`config.mk`:
```
export PLATFORM = sky130hd
export DESIGN_NAME = oc_status_flags
export DESIGN_NICKNAME = d
export VERILOG_FILES = /design/src/design/oc_flags_pkg.sv /design/src/design/oc_status_flags.sv /design/src/design/oc_group_flags.sv
export VERILOG_INCLUDE_DIRS = /design/src /design/src/design
export SDC_FILE = /design/constraint.sdc
export NUM_CORES = 1
export LEC_CHECK = 0
export BUFFER_PORTS_ARGS = -buffer_cell sky130_fd_sc_hd__buf_2
export CORE_MARGIN = 5
export CORE_UTILIZATION = 30
export DETAILED_ROUTE_END_ITERATION = 8
export GPL_TIMING_DRIVEN = 0
export PLACE_DENSITY_LB_ADDON = 0.2
export SLEW_MARGIN = 40
export SYNTH_ARGS = -nofsm -noshare
export SYNTH_HDL_FRONTEND = slang
export SYNTH_SLANG_ARGS = --single-unit
```
`constraint.sdc`:
```
create_clock -name sys_clk -period 1.5 [get_ports sys_clk]
set_input_delay 0.075 -clock sys_clk [delete_from_list [all_inputs] [get_ports sys_clk]]
set_output_delay 0.075 -clock sys_clk [all_outputs]
set_load 0.02 [all_outputs]
```
`src/design/oc_flags_defs.svh`:
```
// Functional notes
// - High-side overcurrent latches flag, switch off
// - Low-side overcurrent latches flag, switch off
// - Flags reset to zero, no error
// - Bridge pairs ascend: low D0, high D1
// - Bridges 5-8 byte at address 011 10
// - Bridges 9-12 byte at address 111 10
// - Address bit 7 set clears, else read
// - Only controller clear command returns flag; arst_n reset clears the flags too
// - Load error is OR of all flags
`ifndef OC_FLAGS_DEFS_SVH
`define OC_FLAGS_DEFS_SVH
// Address field (bits 6:2 of the address byte)
`define ADDR_GRP1 5'h16
`define ADDR_GRP2 5'h0e
`define ADDR_GRP3 5'h1e
// Address byte layout
`define ADDR_OP_BIT 7
`define ADDR_SEL_HI 6
`define ADDR_SEL_LO 2
// Flag reset value
`define FLAGS_RESET 8'h00
`define GROUP_COUNT 3
// Total bridges, and bits per status byte
`define BRIDGE_COUNT 12
`define GROUP_WIDTH 8
`endif

```
`src/design/oc_flags_pkg.sv`:
```
package oc_flags_pkg;
  // One serial command as seen by this block
  typedef struct packed {
    logic valid;
    logic [7:0] addr;
  } status_cmd_t;
  // Flag byte of one group of four bridges
  typedef logic [7:0] flag_byte_t;
endpackage : oc_flags_pkg

```
`src/design/oc_status_flags.sv`:
```
`timescale 1ns/1ps
`default_nettype none
`include "oc_flags_defs.svh"
// Overcurrent status bank for twelve half-bridges
module oc_status_flags
  import oc_flags_pkg::*;
(
  // Clock and reset
  input wire logic sys_clk,
  input wire logic arst_n,
  // Comparator events, asynchronous, one per bridge
  input wire logic [11:0] high_oc_in,
  input wire logic [11:0] low_oc_in,
  // Other load-error flags (open load), same clock
  input wire logic open_load_any,
  // Decoded serial command
  input wire status_cmd_t cmd,
  // Read answer
  output logic rd_hit,
  output flag_byte_t rd_data,
  // Switch enables, low means forced off
  output logic [11:0] high_enable,
  output logic [11:0] low_enable,
  // Global load error
  output logic global_load_error
);
  // Two-stage synchronisers on comparator pins
  logic [23:0] ev_meta_reg;
  logic [23:0] ev_sync_reg;
  // Interleaved events: low at even, high at odd
  // Nets, since every bit has its own driver
  wire logic [23:0] ev_pair;
  // All flags, group g in bits 8g+7:8g
  wire logic [23:0] flag_all;
  logic [2:0] clr_pulse;
  logic [2:0] sel_hit;
  logic [4:0] sel_field;

  // Address field decode used by read and clear
  function automatic logic [2:0] group_decode(input logic [4:0] f);
    group_decode = {f == `ADDR_GRP3, f == `ADDR_GRP2, f == `ADDR_GRP1};
  endfunction : group_decode

  // Synchronise pins; metastability is kept off the flags
  always_ff @(posedge sys_clk or negedge arst_n)
  begin
    if (!arst_n)
    begin
      ev_meta_reg <= '0;
      ev_sync_reg <= '0;
    end
    else
    begin
      ev_meta_reg <= {high_oc_in, low_oc_in};
      ev_sync_reg <= ev_meta_reg;
    end
  end

  assign sel_field = cmd.addr[`ADDR_SEL_HI:`ADDR_SEL_LO];
  assign sel_hit = cmd.valid ? group_decode(sel_field) : 3'h0;
  // Bit 7 of address selects clear over plain read
  assign clr_pulse = cmd.addr[`ADDR_OP_BIT] ? sel_hit : 3'h0;

  // One sticky byte per group
  genvar g;
  genvar b;
  generate
    // Pin index b is bridge b+1 on both sides
    for (b = 0; b < `BRIDGE_COUNT; b++)
    begin : g_pair
      // Low flag at even bit, high flag above it
      assign ev_pair[2*b] = ev_sync_reg[b];
      assign ev_pair[2*b+1] = ev_sync_reg[12+b];
      // Latched flag keeps the switch off
      assign low_enable[b] = ~flag_all[2*b];
      assign high_enable[b] = ~flag_all[2*b+1];
    end
    for (g = 0; g < `GROUP_COUNT; g++)
    begin : g_grp
      oc_group_flags u_grp (
        .sys_clk(sys_clk),
        .arst_n(arst_n),
        .oc_event(ev_pair[8*g+7:8*g]),
        .clear_pulse(clr_pulse[g]),
        .flags(flag_all[8*g+7:8*g])
      );
    end
  endgenerate

  // Read answer: returns value before any clear in the same command
  always_ff @(posedge sys_clk or negedge arst_n)
  begin
    if (!arst_n)
    begin
      rd_data <= 8'h00;
      rd_hit <= 1'b0;
    end
    else
    begin
      rd_hit <= |sel_hit;
      case (sel_hit)
        3'h1: rd_data <= flag_all[7:0];
        3'h2: rd_data <= flag_all[15:8];
        3'h4: rd_data <= flag_all[23:16];
        default: rd_data <= 8'h00;
      endcase
    end
  end

  // Global load error, drops when all flags cleared and no open load
  assign global_load_error = (|flag_all) | open_load_any;

  // Assertions
  // All checks sample on the one logic clock.
  // Pin events take three edges to reach a flag:
  // two synchroniser stages, then the sticky latch.

  // First edge after release sees an empty bank
  flag_reset_a: assert property (
    @(posedge sys_clk)
    $rose(arst_n) |-> flag_all == 24'h0)
    else $error("flags not zero after reset");

  // High-side event on bridge one forces it off
  high_off_a: assert property (
    @(posedge sys_clk) disable iff (!arst_n)
    $rose(high_oc_in[0]) |-> ##3 !high_enable[0])
    else $error("high switch not off after overcurrent");

  // Low-side event on bridge twelve latches and forces off
  low_off_a: assert property (
    @(posedge sys_clk) disable iff (!arst_n)
    $rose(low_oc_in[11]) |-> ##3 flag_all[22] && !low_enable[11])
    else $error("low switch not off after overcurrent");

  // A plain read never drops a flag
  read_keeps_a: assert property (
    @(posedge sys_clk) disable iff (!arst_n)
    (cmd.valid && !cmd.addr[7]) |=> (flag_all & $past(flag_all)) == $past(flag_all))
    else $error("read altered flags");

  // Without a clear strobe no flag ever falls
  no_self_clear_a: assert property (
    @(posedge sys_clk) disable iff (!arst_n)
    (clr_pulse == 3'h0) |=> (flag_all & $past(flag_all)) == $past(flag_all))
    else $error("flag cleared without command");

  // Clear of bridges five to eight empties that byte
  clear_grp2_a: assert property (
    @(posedge sys_clk) disable iff (!arst_n)
    (clr_pulse[1] && ev_pair[15:8] == 8'h00) |=> flag_all[15:8] == 8'h00)
    else $error("group two clear failed");

  // Clear of bridges nine to twelve empties that byte
  clear_grp3_a: assert property (
    @(posedge sys_clk) disable iff (!arst_n)
    (clr_pulse[2] && ev_pair[23:16] == 8'h00) |=> flag_all[23:16] == 8'h00)
    else $error("group three clear failed");

  // Clear of bridges one to four empties that byte
  clear_grp1_a: assert property (
    @(posedge sys_clk) disable iff (!arst_n)
    (clr_pulse[0] && ev_pair[7:0] == 8'h00) |=> flag_all[7:0] == 8'h00)
    else $error("group one clear failed");

  // Event in the clear cycle survives; losing it would hide a fault
  set_wins_a: assert property (
    @(posedge sys_clk) disable iff (!arst_n)
    (clr_pulse[2] && ev_pair[16]) |=> flag_all[16])
    else $error("event lost under clear");

  // Read of the first byte answers pre-command flags
  read_grp1_a: assert property (
    @(posedge sys_clk) disable iff (!arst_n)
    sel_hit[0] |=> rd_hit && rd_data == $past(flag_all[7:0]))
    else $error("group one read wrong");

  // Read of the second byte answers pre-command flags
  read_grp2_a: assert property (
    @(posedge sys_clk) disable iff (!arst_n)
    sel_hit[1] |=> rd_hit && rd_data == $past(flag_all[15:8]))
    else $error("group two read wrong");

  // Read of the third byte answers pre-command flags
  read_grp3_a: assert property (
    @(posedge sys_clk) disable iff (!arst_n)
    sel_hit[2] |=> rd_hit && rd_data == $past(flag_all[23:16]))
    else $error("group three read wrong");

  // Foreign address: no answer, zero data
  refused_cmd_a: assert property (
    @(posedge sys_clk) disable iff (!arst_n)
    (cmd.valid && sel_hit == 3'h0) |=> !rd_hit && rd_data == 8'h00)
    else $error("foreign address answered");

  // No command, no answer strobe
  idle_answer_a: assert property (
    @(posedge sys_clk) disable iff (!arst_n)
    !cmd.valid |=> !rd_hit)
    else $error("answer without command");

  // Bridge five low flag sits at bit zero of its byte
  pair_order_a: assert property (
    @(posedge sys_clk) disable iff (!arst_n)
    $rose(low_oc_in[4]) |-> ##3 flag_all[8])
    else $error("bridge five low flag not at bit 0");

  // Top high-side flag drives the top high-side enable
  high_map_a: assert property (
    @(posedge sys_clk) disable iff (!arst_n)
    high_enable[11] == !flag_all[23])
    else $error("bridge twelve high enable mismatch");

  // Load error follows every flag and open load
  load_err_a: assert property (
    @(posedge sys_clk) disable iff (!arst_n)
    global_load_error == ((flag_all != 24'h0) || open_load_any))
    else $error("load error mismatch");

  // Main scenarios worth seeing at least once
  clr_cov: cover property (@(posedge sys_clk) clr_pulse[0] && flag_all[7:0] != 8'h00);
  rd_cov: cover property (@(posedge sys_clk) sel_hit[1] && !cmd.addr[7]);
  ev_cov: cover property (@(posedge sys_clk) global_load_error && !open_load_any);
  set_clr_cov: cover property (@(posedge sys_clk) clr_pulse[2] && ev_pair[16]);
  refused_cov: cover property (@(posedge sys_clk) cmd.valid && sel_hit == 3'h0);
endmodule : oc_status_flags
`default_nettype wire

```
`src/design/oc_group_flags.sv`:
```
`timescale 1ns/1ps
`default_nettype none
`include "oc_flags_defs.svh"
// Sticky flags for one group of four bridges
module oc_group_flags
  import oc_flags_pkg::*;
(
  // Clock and reset
  input wire logic sys_clk,
  input wire logic arst_n,
  // Synchronised events, bit 2k low side, bit 2k+1 high side
  input wire logic [7:0] oc_event,
  // Clear strobe for this byte
  input wire logic clear_pulse,
  // Flag state
  output flag_byte_t flags
);
  // Per-bit sticky latch; a set in the clear cycle wins
  always_ff @(posedge sys_clk or negedge arst_n)
  begin
    if (!arst_n)
    begin
      flags <= `FLAGS_RESET;
    end
    else
    begin
      // Cleared only by command or by arst_n reset, never by the device itself
      flags <= (clear_pulse ? `FLAGS_RESET : flags) | oc_event;
    end
  end
endmodule : oc_group_flags
`default_nettype wire

```
# Word level (Yosys, flattened, before mapping)
# Index checks and enable logic that the tools add are counted.
[word_totals] word_cells=49 ff_bits=81 output_inout_bits=34 in_bits=36
[op_classes] n_bitwise=28 eq_ne=6 muxes=6 reduce_logical=2
[ops] operator="8-bit two-way mux" count=3
[ops] operator="1-bit NOT" count=24
[ops] operator="8-bit OR" count=3
[ops] operator="8-bit one-hot mux with 3 select lines" count=1
[ops] operator="24-bit OR reduction" count=1
[ops] operator="5-bit == test (second input constant)" count=2
[ops] operator="3-bit two-way mux" count=2
[ops] operator="5-bit by 4-bit == test with 1-bit output (second input constant)" count=1
[ops] operator="3-bit by 1-bit == test with 1-bit output (second input constant)" count=1
[ops] operator="3-bit by 2-bit == test with 1-bit output (second input constant)" count=1
[ops] operator="3-bit == test (second input constant)" count=1
[ops] operator="3-bit OR reduction" count=1
[ops] operator="1-bit OR" count=1

# Logic depth before layout (Yosys ltp)
[logic_depth] ltp_word=5 ltp_mapped=5 mapped_depth_nobuf=3

# Modules after synthesis
# A second synthesis with hierarchy kept.
[hier_totals] cells_unflattened=178 hier_area_um2=2686.3
[modules_own_cells] mod="oc_status_flags" seq_area_each_um2=1426.4 area_each_um2=1894.3 n_inst=1 cells_per_inst=127
[modules_own_cells] mod="oc_group_flags" seq_area_each_um2=200.2 area_each_um2=264.0 n_inst=3 cells_per_inst=17

# Least setup slack after synthesis
# No wires, ideal clock.
[synth_timing] kind="reg-to-output" from="reg g_grp[2].u_grp.flags[6]" to="out global_load_error" slack_ns=0.397 n_path_buf=0 arrival_time_ns=1.028 stages_incl_launch_ff=4 t_required_ns=1.425 cell_sequence="dfrtp_1 nor4_1 and4_1 nand4_1"
[synth_via] elab_chain_cells=2
[synth_lines] element="from (decl)" line="oc_group_flags.sv:16" rtl="output flag_byte_t flags"
[synth_lines] element="from (signal assigned)" line="oc_group_flags.sv:23" rtl="flags <= `FLAGS_RESET;"
[synth_lines] element="from (signal assigned)" line="oc_group_flags.sv:28" rtl="flags <= (clear_pulse ? `FLAGS_RESET : flags) | oc_event;"
[synth_lines] element="24-bit OR reduction" line="oc_status_flags.sv:111" rtl="assign global_load_error = (|flag_all) | open_load_any;"
[synth_lines] element="1-bit OR" line="oc_status_flags.sv:111"
[synth_lines] element="to (decl)" line="oc_status_flags.sv:25" rtl="output logic global_load_error"
# Every way passes these cells.

# Worst setup path in the final report
[layout_timing] from="reg g_grp[1].u_grp.flags[2]" to="out global_load_error"
[layout_via] elab_chain_cells=2
[layout_lines] element="from (decl)" line="oc_group_flags.sv:16"
[layout_lines] element="from (signal assigned)" line="oc_group_flags.sv:23"
[layout_lines] element="from (signal assigned)" line="oc_group_flags.sv:28"
[layout_lines] element="24-bit OR reduction" line="oc_status_flags.sv:111"
[layout_lines] element="1-bit OR" line="oc_status_flags.sv:111"
# Every way passes these cells.

==> results.yml <==
run_status:
  status: "finished with violations"
  failed_checks: "setup timing"
global_routing:
  antenna_found_initial: 0
  grtUsageTotal_pct: 11.1
  grt.overflow.total: 0
  grt_pass1_vias: 1645
  grt_pass1_wl_mm: 8.63
  grt_max_degree: 44
drt:
  drt_iter0_markers: 42
  drtPass1Iterations: 4
  drc: 0
  ant_nets: 0
  routed_wl_mm: 5.46
  via_per_inst: 4.20
  wire_per_inst_um: 13.9
  vias: 1647
timing:
  setup_viol: 1
  drv_slew: 0
  worst_pin_slew_ns: 0.371
  min_period_over_period_pct: 109
  fmax_mhz: 614
  slew_headroom_pct: 75.2
  fin_crit_ns: 1.63
  setup_slack_ns: -0.130
  finClkSkew_ns: 0.00832
  rsz0062_at_grt: "yes"
  finalHoldViolCount: 0
finish:
  final-seq-area_mm2: 0.00203
  fill_cells: 832
  drive_above_1_share_pct: 34.9
  final_nets: 315
  final_cell_area_mm2: 0.00360
  num_antenna_cells: 0
  area_growth_pct: 38.6
  multiInputGateArea_um2: 478
critical_path:
  arrival_ns: 1.55
  rr_worst_depth: 3
  cp_data_required_time_ns: 1.42
  cp-endpoint: "global_load_error"
  timing.rr.end: "rd_data[2]"
  worst-path-max-fanout: 2
  r2r_start: "g_grp[1].u_grp.flags[2]"
  critPathCaptureType: "output port"
  critical_path_class: "reg -> out"
  startpoint: "g_grp[1].u_grp.flags[2]"
  rrSetupSlack_ns: 0.58
  cp-start-kind: "flop"
floorplanning:
  die_area_mm2: 0.0106
  start_util_pct: 30.2
  core-area_mm2: 0.00859
  dieHeight_um: 103
  rows: 34
  die_width_um: 103
  pin_count: 70
pwr:
  vdd_ir_drop_max_mv: 0.511
  p_total_mw: 3.98
  power.density_mw_per_mm2: 1100
  leakage_nw: 1.84
synthesis:
  ys_ff_latch: 81
  synthTopCellsByCount: "dfrtp_1, a21o_1, inv_1"
  ys.flop_type: "dfrtp_1"
  synth.distinct_cells: 21
  synth_top_area_share_pct: 78.0
  synth_edf_count: 0
  synthCells: 170
  synth_most_common_cell: "dfrtp_1"
  synth.area.top_cells: "dfrtp_1, a21o_1, inv_1, o2bb2ai_1, a22oi_1"
  synthArstFlopShare_pct: 100
  syn_avg_cell_area_um2: 15.3
  yosysTopAreaCell: "dfrtp_1"
  syn-num-nets: 206
  syn_area_mm2: 0.00260
  yosysSeqAreaShare_pct: 78.0
  yosys_warnings: 0
cts:
  ctsLongestPathBuffers: 2
  cts_made_buffers: 9
  clockRootBuffer: "clkbuf_8"
  clock_latency_ns: 0.34
  cts_tree: "built"
  cts_sinks: 81
  htreeDepth: 3
  cts.reportedPaths.clkPinSlew_ns: 0.08
hold_path:
  hold_class: "in -> reg"
  worstHoldStart: "cmd[6]"
placement:
  dpl_cell_area_mm2: 0.00309
  port_buffers: 67
  gp_congestion: 0.744
  hpwl_mm: 3.74
job:
  cap_violations: 0
worst min-delay path by stage:
stage	slack [ns]	cells after the start	to
6_report	0.04	3	rd_hit
5_1_grt	0.06	3	rd_hit
4_1_cts	0.02	3	rd_hit
3_5_place_dp	0.003	1	g_grp[2].u_grp.flags[4]
3_3_place_gp	0.18	1	ev_meta_reg[20]
2_1_floorplan	-0.22	0	ev_meta_reg[0]
layer usage:
layer,global-route usage (%),part of all wire (%),vias up
li1,-,-,791
met5,0,0,-
met3,3.72,6.6,5
met1,15.4,45,804
met4,4.48,1.2,0
met2,15.9,47,47
cell families after synthesis:
family,share of synthesized area (%)
simple gates,5.49
compound gates,11.9
buf+inv,4.53
flops,78.0
critical path, cell delays in order (launching register included):
cell,delay (ns)
dfrtp_1,0.40
nor4_2,0.29
and4_1,0.23
nand4_1,0.11
buf_4,0.19
metrics by stage:
| step | worst slack (ns) | setup TNS (ns) | hold WS, ns | utilization, % | std cells |
|---|---|---|---|---|---|
| 5_1_grt | -0.271 | -0.271 | 0.0611 | 41.9 | 392 |
| 3_5_place_dp | 0.127 | 0 | 0.00283 | 36.0 | 346 |
| 6_report | -0.130 | -0.130 | 0.0350 | 41.9 | 392 |
| 2_1_floorplan | 0.397 | 0 | -0.221 | - | 170 |
| 4_1_cts | -0.189 | -0.189 | 0.0190 | 41.8 | 392 |
| 3_3_place_gp | -0.252 | -20.07 | 0.183 | 35.7 | 345 |
power breakdown:
part	internal, mW	total, mW	switching [mW]	leakage [nW]
Clock	0.734	1.48	0.744	0.0984
Sequential	2.26	2.28	0.0240	0.895
Combinational	0.111	0.219	0.108	0.851
Total	3.10	3.98	0.876	1.84
cell usage in the layout, fill, tap and decap left out, types with 2 or more instances in the layout:
cell type	netlist	layout
a21o_1	24	24
a22oi_1	8	8
and4_1	2	2
buf_2	1	66
buf_4	1	7
buf_6	1	2
clkbuf_8	0	12
clkinv_2	0	2
dfrtp_1	81	81
dlygate4sd3_1	0	25
inv_1	24	24
nor2_1	3	3
nor2b_1	3	3
nor4_2	0	4
o2bb2ai_1	8	8
layout make-up:
class | count | area share (%)
multi-input combinational | 61 | 13.3
clock inverter | 4 | 0.730
inverter | 24 | 2.50
tap | 108 | 3.75
buffer | 4 | 0.764
sequential | 81 | 56.3
timing repair buffer | 98 | 18.1
clock buffer | 12 | 4.59
timing repair:
| item | CTS | global route |
|---|---|---|
| pin swaps | 2 | 2 |
| endpoints found under the setup margin | 1 | 1 |
| endpoints found under the hold margin | 105 | 0 |
| hold buffers | 25 | 0 |
| setup buffers | 5 | 0 |
| gates resized for setup | 3 | 2 |
Power figures use the tool's default switching activity.
